<file path="config.mk">
export PLATFORM = sky130hd
export DESIGN_NAME = otp_lock_and_dac_load
export DESIGN_NICKNAME = d
export VERILOG_FILES = /design/src/rtl/otp_lock_pkg.sv /design/src/rtl/dac_channel.sv /design/src/rtl/otp_lock_and_dac_load.sv
export SDC_FILE = /design/constraint.sdc
export NUM_CORES = 1
export LEC_CHECK = 0
export BUFFER_PORTS_ARGS = -buffer_cell sky130_fd_sc_hd__buf_2
export CORE_ASPECT_RATIO = 1.75
export CORE_MARGIN = 2
export CORE_UTILIZATION = 53
export CTS_CLUSTER_SIZE = 12
export DETAILED_ROUTE_END_ITERATION = 12
export PLACE_DENSITY = 0.77
export SLEW_MARGIN = 0
export SYNTH_ARGS = -nofsm -noshare
export SYNTH_HDL_FRONTEND = slang
export SYNTH_HIERARCHICAL = 1
export SYNTH_SLANG_ARGS = --single-unit
</file>
<file path="constraint.sdc">
create_clock -name mclk_i -period 21.5 [get_ports mclk_i]
set_input_delay 2.15 -clock mclk_i [delete_from_list [all_inputs] [get_ports mclk_i]]
set_output_delay 2.15 -clock mclk_i [all_outputs]
set_load 0.005 [all_outputs]
</file>
<file path="src/rtl/otp_lock_pkg.sv">
package otp_lock_pkg;
  // Channel count and code width
  localparam int CHANNELS = 20;
  localparam int CODE_W = 10;
  // Register addresses
  localparam logic [4:0] LAST_DAC_ADDR = 5'h13;
  localparam logic [4:0] LOCK_ADDR = 5'h14;
  // Lock bit position in the lock register
  localparam int LOCK_BIT = 0;
  // Field pattern in bits 15:14 that selects OTP programming
  localparam logic [1:0] OTP_SEL = 2'h1;
  // Output code used when an OTP location is blank
  localparam logic [9:0] MIDSCALE = 10'h200;
  // Reset values
  localparam logic [9:0] CODE_RST = 10'h000;
  localparam logic [15:0] WORD_RST = 16'h0000;
  // Bits in one serial byte, index of the acknowledge slot
  localparam logic [3:0] ACK_SLOT = 4'h8;
  // Arbitrary neutral bus address of this part
  localparam logic [6:0] DEV_ADDR = 7'h4a;

  // One 16-bit register word as received from the link
  typedef struct packed {
    logic load;             // Bit 15: load all channels
    logic sel;              // Bit 14: with bit 15 forms OTP select
    logic [3:0] unused;     // Bits 13:10
    logic [9:0] code;       // Bits 9:0: DAC code
  } dac_word_t;

  // A finished register write handed to the register bank
  typedef struct packed {
    logic valid;
    logic [4:0] addr;
    dac_word_t word;
  } reg_write_t;

  // Serial engine states, Gray coded along the usual path
  typedef enum logic [2:0] {
    ST_IDLE  = 3'b000,
    ST_ADDR  = 3'b001,
    ST_PTR   = 3'b011,
    ST_WRITE = 3'b010,
    ST_READ  = 3'b110
  } link_state_t;
endpackage

</file>
<file path="src/rtl/dac_channel.sv">
// One channel: input register, OTP copy and output latch
module dac_channel #(
  parameter int CODE_W = 10
) (
  input wire logic mclk_i,
  input wire logic rst_n_i,
  input wire logic init_i,
  input wire logic [CODE_W-1:0] init_code_i,
  input wire logic init_used_i,
  input wire logic wr_i,
  input wire logic pgm_i,
  input wire logic [CODE_W-1:0] code_i,
  input wire logic load_i,
  output logic [CODE_W-1:0] in_code_o,
  output logic [CODE_W-1:0] otp_code_o,
  output logic [CODE_W-1:0] dac_code_o
);
  logic [CODE_W-1:0] in_ff;   // First register bank
  logic [CODE_W-1:0] otp_ff;  // Working copy of the fuse cells
  logic [CODE_W-1:0] dac_ff;  // Code seen by the analog output
  logic [CODE_W-1:0] nxt_otp; // Fuses can only gain ones
  logic [CODE_W-1:0] nxt_in;
  logic [CODE_W-1:0] boot_code;

  // Blank fuse locations come up at midscale
  always_comb begin
    boot_code = init_used_i ? init_code_i : otp_lock_pkg::MIDSCALE;
    nxt_otp = otp_ff | code_i;
    nxt_in = wr_i ? code_i : in_ff;
  end

  // Fuse copy is captured once after reset and then only ORed
  always_ff @(posedge mclk_i or negedge rst_n_i) begin
    if (!rst_n_i) begin
      otp_ff <= otp_lock_pkg::CODE_RST;
    end else if (init_i) begin
      otp_ff <= init_code_i;
    end else if (pgm_i) begin
      otp_ff <= nxt_otp;
    end
  end

  // Input bank takes writes; programming also reloads it
  always_ff @(posedge mclk_i or negedge rst_n_i) begin
    if (!rst_n_i) begin
      in_ff <= otp_lock_pkg::CODE_RST;
    end else if (init_i) begin
      in_ff <= boot_code;
    end else if (pgm_i) begin
      in_ff <= nxt_otp;
    end else begin
      in_ff <= nxt_in;
    end
  end

  // Output latch moves only on boot, programming or a load event
  always_ff @(posedge mclk_i or negedge rst_n_i) begin
    if (!rst_n_i) begin
      dac_ff <= otp_lock_pkg::CODE_RST;
    end else if (init_i) begin
      dac_ff <= boot_code;
    end else if (pgm_i) begin
      dac_ff <= nxt_otp;
    end else if (load_i) begin
      dac_ff <= nxt_in;
    end
  end

  assign in_code_o = in_ff;
  assign otp_code_o = otp_ff;
  assign dac_code_o = dac_ff;

  AST_OTP_MONOTONIC: assert property (@(posedge mclk_i) disable iff (!rst_n_i)
    !$past(init_i) |-> (($past(otp_ff) & ~otp_ff) == '0))
    else $error("OTP bit went from one to zero");
  AST_OUT_HOLD: assert property (@(posedge mclk_i) disable iff (!rst_n_i)
    !init_i && !pgm_i && !load_i |=> $stable(dac_ff))
    else $error("Output changed without a load event");
  AST_LOAD_ALL: assert property (@(posedge mclk_i) disable iff (!rst_n_i)
    load_i && !init_i && !pgm_i |=> dac_ff == in_ff)
    else $error("Load event did not copy the input bank");
  AST_PGM_UPDATES: assert property (@(posedge mclk_i) disable iff (!rst_n_i)
    pgm_i && !init_i |=> dac_ff == otp_ff && in_ff == otp_ff)
    else $error("Programming did not update register and output");
  AST_BOOT_VALUE: assert property (@(posedge mclk_i) disable iff (!rst_n_i)
    rst_n_i && init_i |=> dac_ff == (init_used_i ? init_code_i : otp_lock_pkg::MIDSCALE))
    else $error("Output did not come up at fuse value or midscale");
endmodule

</file>
<file path="src/rtl/otp_lock_and_dac_load.sv">
module otp_lock_and_dac_load #(
  parameter logic [6:0] DEV_ADDR = otp_lock_pkg::DEV_ADDR
) (
  input wire logic mclk_i,
  input wire logic rst_n_i,
  input wire logic scl_i,
  input wire logic sda_i,
  output logic sda_o,
  output logic sda_oe_o,
  input wire logic output_load_strobe_n_i,
  input wire logic [otp_lock_pkg::CHANNELS-1:0][otp_lock_pkg::CODE_W-1:0] fuse_code_i,
  input wire logic [otp_lock_pkg::CHANNELS-1:0] fuse_used_i,
  output logic [otp_lock_pkg::CHANNELS-1:0][otp_lock_pkg::CODE_W-1:0] dac_code_o,
  output logic lock_o
);
  localparam int CH = otp_lock_pkg::CHANNELS;
  localparam int CW = otp_lock_pkg::CODE_W;

  logic rst_s1_ff, rst_n_ff;            // Reset release synchroniser
  logic scl_s1_ff, scl_s2_ff, scl_q_ff; // Link clock sampled by mclk
  logic sda_s1_ff, sda_s2_ff, sda_q_ff; // Link data sampled by mclk
  logic ld_s1_ff, ld_s2_ff;             // Load strobe pin, active low
  logic init_done_ff;                   // Fuse image captured
  logic lock_ff;                        // OTP write lock
  otp_lock_pkg::link_state_t state_ff;
  logic [3:0] cnt_ff;                   // Bits seen in the current byte
  logic ack_ff;                         // In the acknowledge slot
  logic [7:0] rx_ff;
  logic [7:0] tx_ff;
  logic [7:0] hi_ff;                    // High byte awaiting its partner
  logic have_hi_ff;
  logic rd_lo_ff;                       // Next read byte is the low one
  logic mnack_ff;                       // Master declined the last byte
  logic [4:0] ptr_ff;
  logic sda_oe_ff;
  otp_lock_pkg::reg_write_t cmt_ff;     // Completed write, one-cycle pulse
  logic [CH-1:0][CW-1:0] in_code, otp_code, dac_code;
  logic scl_rise, scl_fall, start_seen, stop_seen;
  logic [7:0] rx_full;
  logic [15:0] rd_word;
  logic otp_req, load_all, init_pulse;

  // Release reset through two flops; the rest uses the copy
  always_ff @(posedge mclk_i or negedge rst_n_i) begin
    if (!rst_n_i) begin
      rst_s1_ff <= 1'b0;
      rst_n_ff <= 1'b0;
    end else begin
      rst_s1_ff <= 1'b1;
      rst_n_ff <= rst_s1_ff;
    end
  end

  // Pins come from outside the mclk domain: two flops, then a delay for edges
  always_ff @(posedge mclk_i or negedge rst_n_ff) begin
    if (!rst_n_ff) begin
      scl_s1_ff <= 1'b1;
      scl_s2_ff <= 1'b1;
      scl_q_ff <= 1'b1;
      sda_s1_ff <= 1'b1;
      sda_s2_ff <= 1'b1;
      sda_q_ff <= 1'b1;
      ld_s1_ff <= 1'b1;
      ld_s2_ff <= 1'b1;
    end else begin
      scl_s1_ff <= scl_i;
      scl_s2_ff <= scl_s1_ff;
      scl_q_ff <= scl_s2_ff;
      sda_s1_ff <= sda_i;
      sda_s2_ff <= sda_s1_ff;
      sda_q_ff <= sda_s2_ff;
      ld_s1_ff <= output_load_strobe_n_i;
      ld_s2_ff <= ld_s1_ff;
    end
  end

  // Edge and bus-condition decode from second-stage copies and their delayed third-stage copies
  always_comb begin
    scl_rise = scl_s2_ff && !scl_q_ff;
    scl_fall = !scl_s2_ff && scl_q_ff;
    start_seen = scl_s2_ff && scl_q_ff && sda_q_ff && !sda_s2_ff;
    stop_seen = scl_s2_ff && scl_q_ff && !sda_q_ff && sda_s2_ff;
    rx_full = rx_ff;
    // Lock register reads its bit in D0, upper bits zero
    if (ptr_ff == otp_lock_pkg::LOCK_ADDR) begin
      rd_word = 16'h0000;
      rd_word[otp_lock_pkg::LOCK_BIT] = lock_ff;
    end else if (ptr_ff < otp_lock_pkg::LOCK_ADDR) begin
      rd_word = {6'h00, in_code[ptr_ff]};
    end else begin
      rd_word = otp_lock_pkg::WORD_RST;
    end
  end

  // Byte engine: shifts on rising scl, acts and drives on falling scl
  always_ff @(posedge mclk_i or negedge rst_n_ff) begin
    if (!rst_n_ff) begin
      state_ff <= otp_lock_pkg::ST_IDLE;
      cnt_ff <= 4'h0;
      ack_ff <= 1'b0;
      rx_ff <= 8'h00;
      tx_ff <= 8'h00;
      hi_ff <= 8'h00;
      have_hi_ff <= 1'b0;
      rd_lo_ff <= 1'b0;
      mnack_ff <= 1'b0;
      ptr_ff <= 5'h00;
      sda_oe_ff <= 1'b0;
      cmt_ff <= '0;
    end else begin
      cmt_ff.valid <= 1'b0;
      if (start_seen) begin
        // A half-received word is dropped on a new start
        state_ff <= otp_lock_pkg::ST_ADDR;
        cnt_ff <= 4'h0;
        ack_ff <= 1'b0;
        have_hi_ff <= 1'b0;
        sda_oe_ff <= 1'b0;
      end else if (stop_seen) begin
        state_ff <= otp_lock_pkg::ST_IDLE;
        have_hi_ff <= 1'b0;
        sda_oe_ff <= 1'b0;
      end else if (state_ff == otp_lock_pkg::ST_IDLE) begin
        sda_oe_ff <= 1'b0;
      end else if (scl_rise) begin
        if (!ack_ff && cnt_ff < otp_lock_pkg::ACK_SLOT) begin
          rx_ff <= {rx_ff[6:0], sda_s2_ff};
          cnt_ff <= cnt_ff + 4'h1;
        end else if (ack_ff) begin
          mnack_ff <= sda_s2_ff;
        end
      end else if (scl_fall) begin
        if (ack_ff) begin
          // End of acknowledge slot
          ack_ff <= 1'b0;
          cnt_ff <= 4'h0;
          if (state_ff == otp_lock_pkg::ST_READ) begin
            if (mnack_ff) begin
              state_ff <= otp_lock_pkg::ST_IDLE;
              sda_oe_ff <= 1'b0;
            end else begin
              tx_ff <= rd_lo_ff ? rd_word[7:0] : rd_word[15:8];
              sda_oe_ff <= rd_lo_ff ? !rd_word[7] : !rd_word[15];
            end
          end else begin
            sda_oe_ff <= 1'b0;
          end
        end else if (cnt_ff == otp_lock_pkg::ACK_SLOT) begin
          ack_ff <= 1'b1;
          mnack_ff <= 1'b0;
          sda_oe_ff <= 1'b1;
          unique case (state_ff)
            otp_lock_pkg::ST_ADDR: begin
              if (rx_full[7:1] != DEV_ADDR) begin
                // Not our address: no acknowledge slot follows
                state_ff <= otp_lock_pkg::ST_IDLE;
                ack_ff <= 1'b0;
                sda_oe_ff <= 1'b0;
              end else if (rx_full[0]) begin
                state_ff <= otp_lock_pkg::ST_READ;
                rd_lo_ff <= 1'b0;
              end else begin
                state_ff <= otp_lock_pkg::ST_PTR;
              end
            end
            otp_lock_pkg::ST_PTR: begin
              if (rx_full[7:5] == 3'h0 && rx_full[4:0] <= otp_lock_pkg::LOCK_ADDR) begin
                ptr_ff <= rx_full[4:0];
                state_ff <= otp_lock_pkg::ST_WRITE;
                have_hi_ff <= 1'b0;
              end else begin
                state_ff <= otp_lock_pkg::ST_IDLE;
                ack_ff <= 1'b0;
                sda_oe_ff <= 1'b0;
              end
            end
            otp_lock_pkg::ST_WRITE: begin
              if (!have_hi_ff) begin
                hi_ff <= rx_full;
                have_hi_ff <= 1'b1;
              end else begin
                // Word complete on its last bit: hand it to the bank
                cmt_ff.valid <= 1'b1;
                cmt_ff.addr <= ptr_ff;
                cmt_ff.word <= {hi_ff, rx_full};
                have_hi_ff <= 1'b0;
                // Auto-increment never reaches the lock register
                if (ptr_ff < otp_lock_pkg::LAST_DAC_ADDR) begin
                  ptr_ff <= ptr_ff + 5'h01;
                end
              end
            end
            otp_lock_pkg::ST_READ: begin
              sda_oe_ff <= 1'b0;
              rd_lo_ff <= !rd_lo_ff;
              if (rd_lo_ff && ptr_ff < otp_lock_pkg::LAST_DAC_ADDR) begin
                ptr_ff <= ptr_ff + 5'h01;
              end
            end
            default: begin
              state_ff <= otp_lock_pkg::ST_IDLE;
              ack_ff <= 1'b0;
              sda_oe_ff <= 1'b0;
            end
          endcase
        end else if (state_ff == otp_lock_pkg::ST_READ) begin
          // Shift out the next data bit, MSB first
          sda_oe_ff <= !tx_ff[3'(7 - cnt_ff)];
        end
      end
    end
  end

  // Lock is sticky: once set, only a reset clears it
  always_ff @(posedge mclk_i or negedge rst_n_ff) begin
    if (!rst_n_ff) begin
      lock_ff <= 1'b0;
    end else if (cmt_ff.valid && cmt_ff.addr == otp_lock_pkg::LOCK_ADDR
                 && cmt_ff.word[otp_lock_pkg::LOCK_BIT]) begin
      lock_ff <= 1'b1;
    end
  end

  // Fuse image is taken one cycle after reset release, never under reset
  always_ff @(posedge mclk_i or negedge rst_n_ff) begin
    if (!rst_n_ff) begin
      init_done_ff <= 1'b0;
    end else begin
      init_done_ff <= 1'b1;
    end
  end

  // Sda output level is always low; only the enable moves (open drain)
  always_ff @(posedge mclk_i or negedge rst_n_ff) begin
    if (!rst_n_ff) begin
      sda_o <= 1'b0;
    end else begin
      sda_o <= 1'b0;
    end
  end

  always_comb begin
    init_pulse = !init_done_ff;
    otp_req = {cmt_ff.word.load, cmt_ff.word.sel} == otp_lock_pkg::OTP_SEL;
    // Pin held low or a normal write with bit 15 loads every channel
    load_all = !ld_s2_ff || (cmt_ff.valid && !otp_req && cmt_ff.word.load);
  end

  for (genvar i = 0; i < CH; i++) begin : g_ch
    dac_channel #(.CODE_W(CW)) u_ch (
      .mclk_i(mclk_i),
      .rst_n_i(rst_n_ff),
      .init_i(init_pulse),
      .init_code_i(fuse_code_i[i]),
      .init_used_i(fuse_used_i[i]),
      .wr_i(cmt_ff.valid && !otp_req && cmt_ff.addr == 5'(i)),
      .pgm_i(cmt_ff.valid && otp_req && !lock_ff && cmt_ff.addr == 5'(i)),
      .code_i(cmt_ff.word.code),
      .load_i(load_all),
      .in_code_o(in_code[i]),
      .otp_code_o(otp_code[i]),
      .dac_code_o(dac_code[i])
    );
  end

  assign dac_code_o = dac_code;
  assign lock_o = lock_ff;
  assign sda_oe_o = sda_oe_ff;

  AST_LOCK_STICKY: assert property (@(posedge mclk_i) disable iff (!rst_n_ff)
    lock_ff |=> lock_ff [*4])
    else $error("Lock bit cleared");
  AST_LOCK_SET: assert property (@(posedge mclk_i) disable iff (!rst_n_ff)
    cmt_ff.valid && cmt_ff.addr == otp_lock_pkg::LOCK_ADDR && cmt_ff.word[0] |=> lock_ff)
    else $error("Lock write did not set lock");
  AST_LOCK_READ: assert property (@(posedge mclk_i) disable iff (!rst_n_ff)
    ptr_ff == otp_lock_pkg::LOCK_ADDR |-> rd_word == {15'h0000, lock_ff})
    else $error("Lock bit not on read path");
  AST_LOCKED_NO_PGM: assert property (@(posedge mclk_i) disable iff (!rst_n_ff)
    lock_ff && cmt_ff.valid && otp_req |=> $stable(otp_code))
    else $error("OTP changed while locked");
  AST_NORMAL_NO_OTP: assert property (@(posedge mclk_i) disable iff (!rst_n_ff)
    init_done_ff && cmt_ff.valid && !otp_req |=> $stable(otp_code))
    else $error("Normal write touched OTP");
  AST_BAD_PTR_NACK: assert property (@(posedge mclk_i) disable iff (!rst_n_ff)
    state_ff == otp_lock_pkg::ST_PTR && scl_fall && !ack_ff && cnt_ff == 4'h8
    && !start_seen && !stop_seen && rx_ff[7:0] > 8'h14 |=> !sda_oe_ff && !ack_ff ##0
    state_ff == otp_lock_pkg::ST_IDLE)
    else $error("Out of range address acknowledged");
  AST_SW_LOAD: assert property (@(posedge mclk_i) disable iff (!rst_n_ff)
    init_done_ff && cmt_ff.valid && !otp_req && cmt_ff.word.load |=> dac_code == in_code)
    else $error("Bit-15 write did not load all channels");
  AST_PIN_LOAD: assert property (@(posedge mclk_i) disable iff (!rst_n_ff)
    init_done_ff && !ld_s2_ff && !cmt_ff.valid |=> dac_code == in_code)
    else $error("Load pin did not load all channels");

  COV_OTP_PGM: cover property (@(posedge mclk_i) disable iff (!rst_n_ff)
    cmt_ff.valid && otp_req && !lock_ff);
  COV_LOCK: cover property (@(posedge mclk_i) disable iff (!rst_n_ff)
    $rose(lock_ff));
  COV_SW_LOAD: cover property (@(posedge mclk_i) disable iff (!rst_n_ff)
    cmt_ff.valid && !otp_req && cmt_ff.word.load);
  COV_READ: cover property (@(posedge mclk_i) disable iff (!rst_n_ff)
    state_ff == otp_lock_pkg::ST_READ && rd_lo_ff);
endmodule

</file>
======== Word level (Yosys, flattened, before mapping) ========
Index checks and enable logic that the tools add are counted.
W data, S select, Z words.
cells by class
  multiply operators ...................... 0
  reduce and logical (&&, ||, !) cells .... 98
  shift operators ......................... 0
  order comparisons ....................... 6
  eq/ne operators ......................... 89
  $add $sub $neg .......................... 3
  muxes and demuxes ....................... 262
  div/mod/pow operators ................... 0
  bitwise logic cells ..................... 27
operator list
  kind                  count
  $mux W10              183
  $or A10 B10 Y10       20
  $mux W22              9
  $ne A3 B1 Y1 const B  23
  $logic_and A1 B1 Y1   56
  $bmux W10 S5          1
  $ne A2 B1 Y1 const B  23
  $eq A5 B4 Y1 const B  8
  $mux W1               38
  $mux W3               11
  $eq A5 B5 Y1 const B  6
  $mux W4               7
  $eq A5 B3 Y1 const B  4
  $mux W5               4
  $ne A2 B2 Y1 const B  9
  $reduce_and A9 Y1     2
  $ne A4 B1 Y1 const B  4
  $reduce_and A8 Y1     2
  $pmux W5 S3           1
  $reduce_bool A3 Y1    5
  $reduce_and A7 Y1     2
  $reduce_and A12 Y1    1
  $reduce_bool A4 Y1    3
  $logic_not A1 Y1      11
  36 further kinds      52
storage, ports and cells
  bits in writable memories ............... 0
  register bits after elaboration ......... 675
  word-level logic and storage cells ...... 574
  memories ................................ 0
  output and inout port bits .............. 203
  memory bits (read-only) ................. 0
  latch bits .............................. 0
  bits of input ports ..................... 225

======== Longest topological paths before layout ========
Gate-level depths: netlist (run 1).
  depth in word-level cells ............... 14
  depth in mapped cells ................... 9
  mapped depth without buffers ............ 7

======== By module ========
The synthesis (run 1) kept the hierarchy.
by module, submodules not included
  module                 cells an instance  seq. area each (um^2)  times used  area each (um^2)
  dac_channel            145                750.7                  20          1,442.6
  otp_lock_and_dac_load  504                1,686.6                1           5,290.1

======== Worst setup path after synthesis (run 1) ========
OpenSTA, ideal clock, no wires.
  kind .................................... input to register
  start ................................... in fuse_used_i[0] (netlist name)
  end ..................................... reg g_ch[0].u_ch.dac_ff[9]
  path buffers ............................ 1
  setup time .............................. 0.129 ns
  required time ........................... 21.371 ns
  data arrival time ....................... 2.658 ns
  path slack .............................. 18.713 ns
  cell stages on the path ................. 4
  path through ............................ buf_1 nand3b_1 o21ai_0 o21ai_1
on the way
  cells in the longest elaborated chain, start to end .. 2
ends and longest elaborated chain
  element               line                         text
  from (decl)           otp_lock_and_dac_load.sv:12  input wire logic [otp_lock_pkg::CHANNELS-1:0] fuse_used_i,
  $mux W10              dac_channel.sv:27            boot_code = init_used_i ? init_code_i : otp_lock_pkg::MIDSCALE;
  $mux W10              dac_channel.sv:60            end else if (init_i) begin
  to (signal assigned)  dac_channel.sv:59            dac_ff <= otp_lock_pkg::CODE_RST;
  to (signal assigned)  dac_channel.sv:61            dac_ff <= boot_code;
  to (signal assigned)  dac_channel.sv:63            dac_ff <= nxt_otp;
  to (decl)             dac_channel.sv:20            logic [CODE_W-1:0] dac_ff;
No other way between the ends.
A chain may end at the register's enable or synchronous reset.

======== Worst setup path after layout (run 1) ========
  start ................................... reg init_done_ff
  end ..................................... reg g_ch[15].u_ch.dac_ff[0]
on the way
  cells in the longest elaborated chain, start to end .. 1
  elaborated cells on any way between the ends .. 2
  classes of those cells .................. eq/ne: 1; mux: 1
ends and longest elaborated chain
  element                                                           line                          text
  from (decl)                                                       otp_lock_and_dac_load.sv:23   logic init_done_ff;
  from (signal assigned)                                            otp_lock_and_dac_load.sv:227  init_done_ff <= 1'b0;
  from (signal assigned)                                            otp_lock_and_dac_load.sv:229  init_done_ff <= 1'b1;
  $ne A3 B1 Y1 (no source line) / $mux W10 (equally long branches)  -
  to (signal assigned)                                              dac_channel.sv:59
  to (signal assigned)                                              dac_channel.sv:61
  to (signal assigned)                                              dac_channel.sv:63
  to (decl)                                                         dac_channel.sv:20
Several ways; a longest one is shown, not always the timed one.

==> results of run 1 <==
[path summary, 6_finish.rpt]
kind                                   start                           to  cells past startpoint
worst max register to register  init_done_ff  g_ch[15].u_ch/dac_code_o[0]                      6
worst min register to register      ld_s1_ff                     ld_s2_ff                      0
min in group asynchronous           rst_n_ff   g_ch[6].u_ch/dac_code_o[9]                      0
worst min-delay path                ld_s1_ff                     ld_s2_ff                      0
worst max-delay path            init_done_ff  g_ch[15].u_ch/dac_code_o[0]                      6
max in group asynchronous           rst_n_ff                    cmt_ff[4]                      2
[per-layer routing]
| layer | wire, um | GRT usage [%] |
|---|---|---|
| met3 | 9599 | 6.885 |
| met2 | 55550 | 56.90 |
| met5 | 213 | 0 |
| met1 | 43580 | 42.77 |
| met4 | 9590 | 25.76 |
[layout by cell type (no fill, tap or decap), types with 25 or more instances in the layout]
master     instances
a21oi_1          224
a32oi_1          182
and2_1           183
buf_2            426
buf_4             50
clkbuf_16         69
dfrtp_1          646
mux2_2            25
mux2i_1          210
mux4_2            47
nand2_1          229
nand3b_1          27
nor2_1            55
nor2b_1           30
o21ai_0          440
o21ai_1          401
or2_2            185
[logic make-up after synthesis]
kind of cell	after synthesis	share of synthesized area (%)
other	2	0.02200
xor gates and xnor gates	2	0.05131
adders and majority gates	8	0.2932
DFF	667	48.92
muxes	292	10.52
and+or+nand+nor	842	13.56
buffers and inverters	271	4.672
AOI/OAI and AO/OA	1320	21.97
[worst max-delay path: cells and delay by family, from the launching register on]
| kind | cells | cell delay [ps] |
|---|---|---|
| buffers and inverters | 3 | 1920 |
| AOI/OAI and AO/OA | 2 | 430 |
| and+or+nand+nor | 1 | 390 |
| DFF | 1 | 420 |
[metrics by stage]
stage          std cells  worst slack (ps)  cell area, um2  total power, uW  util [%]
2_1_floorplan       3405              1546           34150             1653         -
3_3_place_gp        4438             18120           36210             1797     56.56
6_report            4552             17880           38210             2921     59.68
5_1_grt             4545             17650           38190             3027     59.65
4_1_cts             4543             18080           38190             2928     59.65
3_5_place_dp        4438             18070           36210             1808     56.56
[power groups by stage]
stage,registers [uW],logic (uW),clock network [uW]
after CTS,1430,355,1140
after global placement,1450,344,0
final,1440,356,1130
after detailed placement,1450,353,0
after global routing,1440,397,1190
after floorplan,1440,211,0
[flip-flops by register name, summed over array words and instances, names as in the netlist, 3 cells and up]
name / cells
state_ff: 3
ptr_ff: 5
hi_ff: 4
tx_ff: 8
cmt_ff: 18
g_ch.u_ch/in_code_o: 200
g_ch.u_ch/dac_code_o: 200
cnt_ff: 4
g_ch.u_ch/otp_code_o: 200
rx_ff: 8
[cell type report]
type | instances | share of cell area (%)
sequential | 667 | 43.77
multi-input combinational | 2467 | 41.52
timing repair buffer | 478 | 6.667
clock buffer | 95 | 4.827
tap | 812 | 2.659
clock inverter | 10 | 0.3504
inverter | 14 | 0.1572
antenna | 9 | 0.05894
==> flow_summary.toml, run 1 <==
[run_status]
status = "finished, final reports clean"

[sta]
holdWs_ps = 359.2
finalClockSkew_ps = 30.75
slew_viol_final = 0
setup_viol = 0
slew_headroom_pct = 8.654
period_needed_ps = 3625
fin_crit_sh_pct = 16.86
timing.final.hold_violations = 0
fin_setup_tns_ps = 0
tightest_slew_ps = 1365
rsz0062_at_grt = "false"
fmaxAchievable_mhz = 275.9

[clock_tree]
cts.path.max_buffers = 3
cts_buffers = 68
insertion_delay_ps = 640
cts.htree.levels = 3
cts_setup_buffers = 0
cts-root-buf = "clkbuf_16"
cts_tree = "built"
cts_hold_buffers = 0
path_clk_slew_ps = 60
clock-sinks = 667
cts_resized = 0

[worst_setup_path]
crit_fanout = 185
regToRegSetupSlack_ps = 17880
critPathKind = "flip-flop to flip-flop"
cp_slowest_stage_delay_ps = 770
path_cells = "inv_8 -> buf_4 -> buf_4 -> nor2b_1 -> a32oi_1 -> o21ai_1"
crit_slowest_cell = "buf_4"
crit_required_ps = 22000
cp-start-kind = "flip-flop"
crit_top_cell = "buf_4"
endpoint_kind = "flip-flop"
cp.arrival_ps = 4120

[finish]
finalNetCount = 3929
drive_gt1_share_pct = 23.48
multi_input_area_um2 = 15860
fillers = 5482
syn2layout_area_growth_pct = 11.91
final-seq-area_um2 = 16720

[routing]
detail_route.wl_per_cell_um = 26.04
wirelength_mm = 118.5
via_per_inst = 6.444
ant_nets = 0
drc = 0
first_pass_iters = 6
vias = 29330
drt_iter0_drc = 2727

[synth]
synth_top_area_cell = "dfrtp_1"
ys_seq_area_share_pct = 48.92
ys.flop_type = "dfrtp_1"
syn_inst = 3404
synth_area_leaders = "dfrtp_1 48%, o21ai_0 6.4%, mux2i_1 6.2%"
synth_edf_count = 0
yosysWarnings = 6
synthDistinctLibCells = 71
synth.avg_cell_area_um2 = 10.03
synthArstFlopShare_pct = 100.0
syn_area_um2 = 34140
ys_seq_elements = 667
synth_common_cells = "659 x dfrtp_1, 440 x o21ai_0, 401 x o21ai_1"
yosysMostFrequentCell = "dfrtp_1"
yosysTopAreaCellShare_pct = 48.30

[floorplanning]
rows = 123
dieArea_um2 = 66550
ioPinCount = 428
die_h_um = 339.8
start_util_pct = 53.33
core_um2 = 64020
die_w_um = 195.9

[placement]
dp_hpwl_mm = 82.44
port_buffers = 426
finalWeightedCongestion = 0.9413

[power]
p_sw_uw = 794.3
cellLeakagePower_uw = 0.01611
irDropWorstVdd_mv = 0.06512
switching_share_pct = 27.19
p_clk_share_pct = 38.6
internal_power_uw = 2127
power_frac_seq_pct = 49.2
power_density_nw_per_um2 = 76.46
power_frac_comb_pct = 12.2

[grt]
grt_usage_pct = 35.49
grt_pass1_wl_mm = 179.0
grt-ovfl-total = 0
grt_pass1_vias = 29180
grt_max_degree = 281
antenna_found_initial = 21

[flow_run]
drv_cap = 0

[min_path]
hold_class = "flip-flop to flip-flop"
No activity file was read; power rests on OpenSTA's default activity.
==> run 2: changes to the inputs <==
==> constraint.sdc (replaced) <==
create_clock -name mclk_i -period 3.33 [get_ports mclk_i]
set_input_delay 0.333 -clock mclk_i [delete_from_list [all_inputs] [get_ports mclk_i]]
set_output_delay 0.333 -clock mclk_i [all_outputs]
set_load 0.005 [all_outputs]
==> run 2 against run 1 <==
Against the previous run: sequential power rose to 6.4 times the previous value; clock-buffer cell count down 4; clock power rose to 6.5 times the previous value; setup slack got worse by 17000 ps; sequential cell count is the same; via count grew 3.7%; global-route usage increased by 1.5 points; critical path depth is 2 higher; register-to-register slack lost 17000 ps; critical path type unchanged; critical endpoint is now g_ch[2].u_ch/in_code_o[8].
==> flow_summary.toml, run 2 (synthesized netlist as in run 1, its figures left out) <==
[grt]
grt_max_degree = 143
grt-ovfl-total = 0
antenna_found_initial = 5
grt_usage_pct = 36.96
grt_pass1_wl_mm = 186.3
grt_pass1_vias = 30470

[worst_setup_path]
critPathKind = "flip-flop to flip-flop"
crit_required_ps = 3860
cp.arrival_ps = 3320
cp-start-kind = "flip-flop"
endpoint_kind = "flip-flop"
crit_fanout = 14
r2r_cells = 8

[sta]
holdWs_ps = 29.48
timing.final.hold_violations = 0
period_needed_ps = 2784
slew_viol_final = 0
slew_headroom_pct = 21.74
rsz0062_at_grt = "false"
finalClockSkew_ps = 20.32
fin_crit_sh_pct = 83.59
fin_setup_tns_ps = 0
fmaxAchievable_mhz = 359.3
setup_viol = 0
tightest_slew_ps = 1174

[routing]
detail_route.wl_per_cell_um = 25.63
drt_iter0_drc = 2709
ant_nets = 0
first_pass_iters = 8
wirelength_mm = 123.0
vias = 30420
via_per_inst = 6.339
drc = 0

[run_status]
status = "finished, final reports clean"

[finish]
final_core_util_pct = 63.94
drive_gt1_share_pct = 23.57
mostFrequentLayoutCells = "646 x dfrtp_1, 440 x o21ai_0, 426 x buf_2"
syn2layout_area_growth_pct = 19.90
finalNetCount = 4190
mostFrequentLayoutCell = "dfrtp_1"

[min_path]
hold_class = "primary input to flip-flop"
min_path_cells = 3

[floorplanning]
rows = 123
die_w_um = 195.9
die_h_um = 339.8
ioPinCount = 428
core_um2 = 64020
dieArea_um2 = 66550
start_util_pct = 53.33

[clock_tree]
cts.path.max_buffers = 3
insertion_delay_ps = 630
cts.htree.levels = 3
cts_tree = "built"
cts_setup_buffers = 0
cts_buffers = 68
cts_hold_buffers = 203
cts_resized = 0
cts-root-buf = "clkbuf_16"
path_clk_slew_ps = 60
clock-sinks = 667

[placement]
dp_hpwl_mm = 85.53
port_buffers = 426
finalWeightedCongestion = 0.9716

[power]
irDropWorstVdd_mv = 0.3430
cellLeakagePower_uw = 0.01737
power_density_nw_per_um2 = 469.9
fin_total_pwr_uw = 19230

[flow_run]
drv_cap = 0
==> run 2: cell types whose count changed in the layout (fill, tap and decap cells not counted), moves of 2 or more <==
cell           change
buf_12            +19
buf_4             +39
clkbuf_1          -12
clkbuf_16          +4
clkbuf_8           +4
clkinv_2           +2
clkinv_8           -2
diode_2            -6
dlygate4sd3_1    +203
inv_6              -3
==> run 2: cell type report <==
class	instances	area (um2)
Tap cell	812	1016
Fill cell	5195	23090
Inverter	14	60.06
Antenna cell	3	7.507
Clock inverter	6	55.05
Multi-Input combinational cell	2467	15870
Timing Repair Buffer	739	5253
Clock buffer	91	1954
Sequential cell	667	16720
==> run 2: per-stage QoR <==
step | instance area, um2 | instances | setup WS [ps]
floorplan | 34150 | 3405 | -3117
finish | 40940 | 4799 | 546.4
CTS | 40930 | 4796 | 605.6
detailed placement | 36890 | 4496 | 636.4
global route | 40930 | 4798 | 392.6
global placement | 36890 | 4496 | 648.5
==> run 2: critical path, stage by stage, from the launching register on <==
cell and delay, ps:
dfrtp_1 460, nand2b_1 210, or2_2 360, nand2b_1 320, nor3_1 200, buf_4 230, nor2b_1 610, a32oi_1 160
o21ai_1 150
==> run 2: power by group <==
| group | internal (uW) | switching (uW) | leakage [uW] |
|---|---|---|---|
| combinational | 1150 | 1430 | 0.00805 |
| clock | 4140 | 3240 | 0.000991 |
| sequential | 8760 | 517 | 0.00833 |
==> run 2: routing by layer <==
layer | vias up | track usage (%) | part of all wire [%]
met3 | 431 | 6.826 | 7.9
met4 | 2 | 26.36 | 7.9
met2 | 1686 | 60.47 | 48
met1 | 14880 | 43.90 | 36
met5 | - | 0 | 0.011
li1 | 13430 | - | -
==> run 2: worst paths after layout <==
path | from | to | slack [ps]
min in group asynchronous | rst_n_ff | g_ch[15].u_ch/otp_code_o[7] | 250
max in group asynchronous | rst_n_ff | cmt_ff[2] | 1860
min | fuse_code_i[191] | g_ch[19].u_ch/otp_code_o[1] | 30
max | cmt_ff[16] | g_ch[2].u_ch/in_code_o[8] | 550
min reg2reg | rst_n_ff | g_ch[15].u_ch/otp_code_o[7] | 250
max reg2reg | cmt_ff[16] | g_ch[2].u_ch/in_code_o[8] | 550
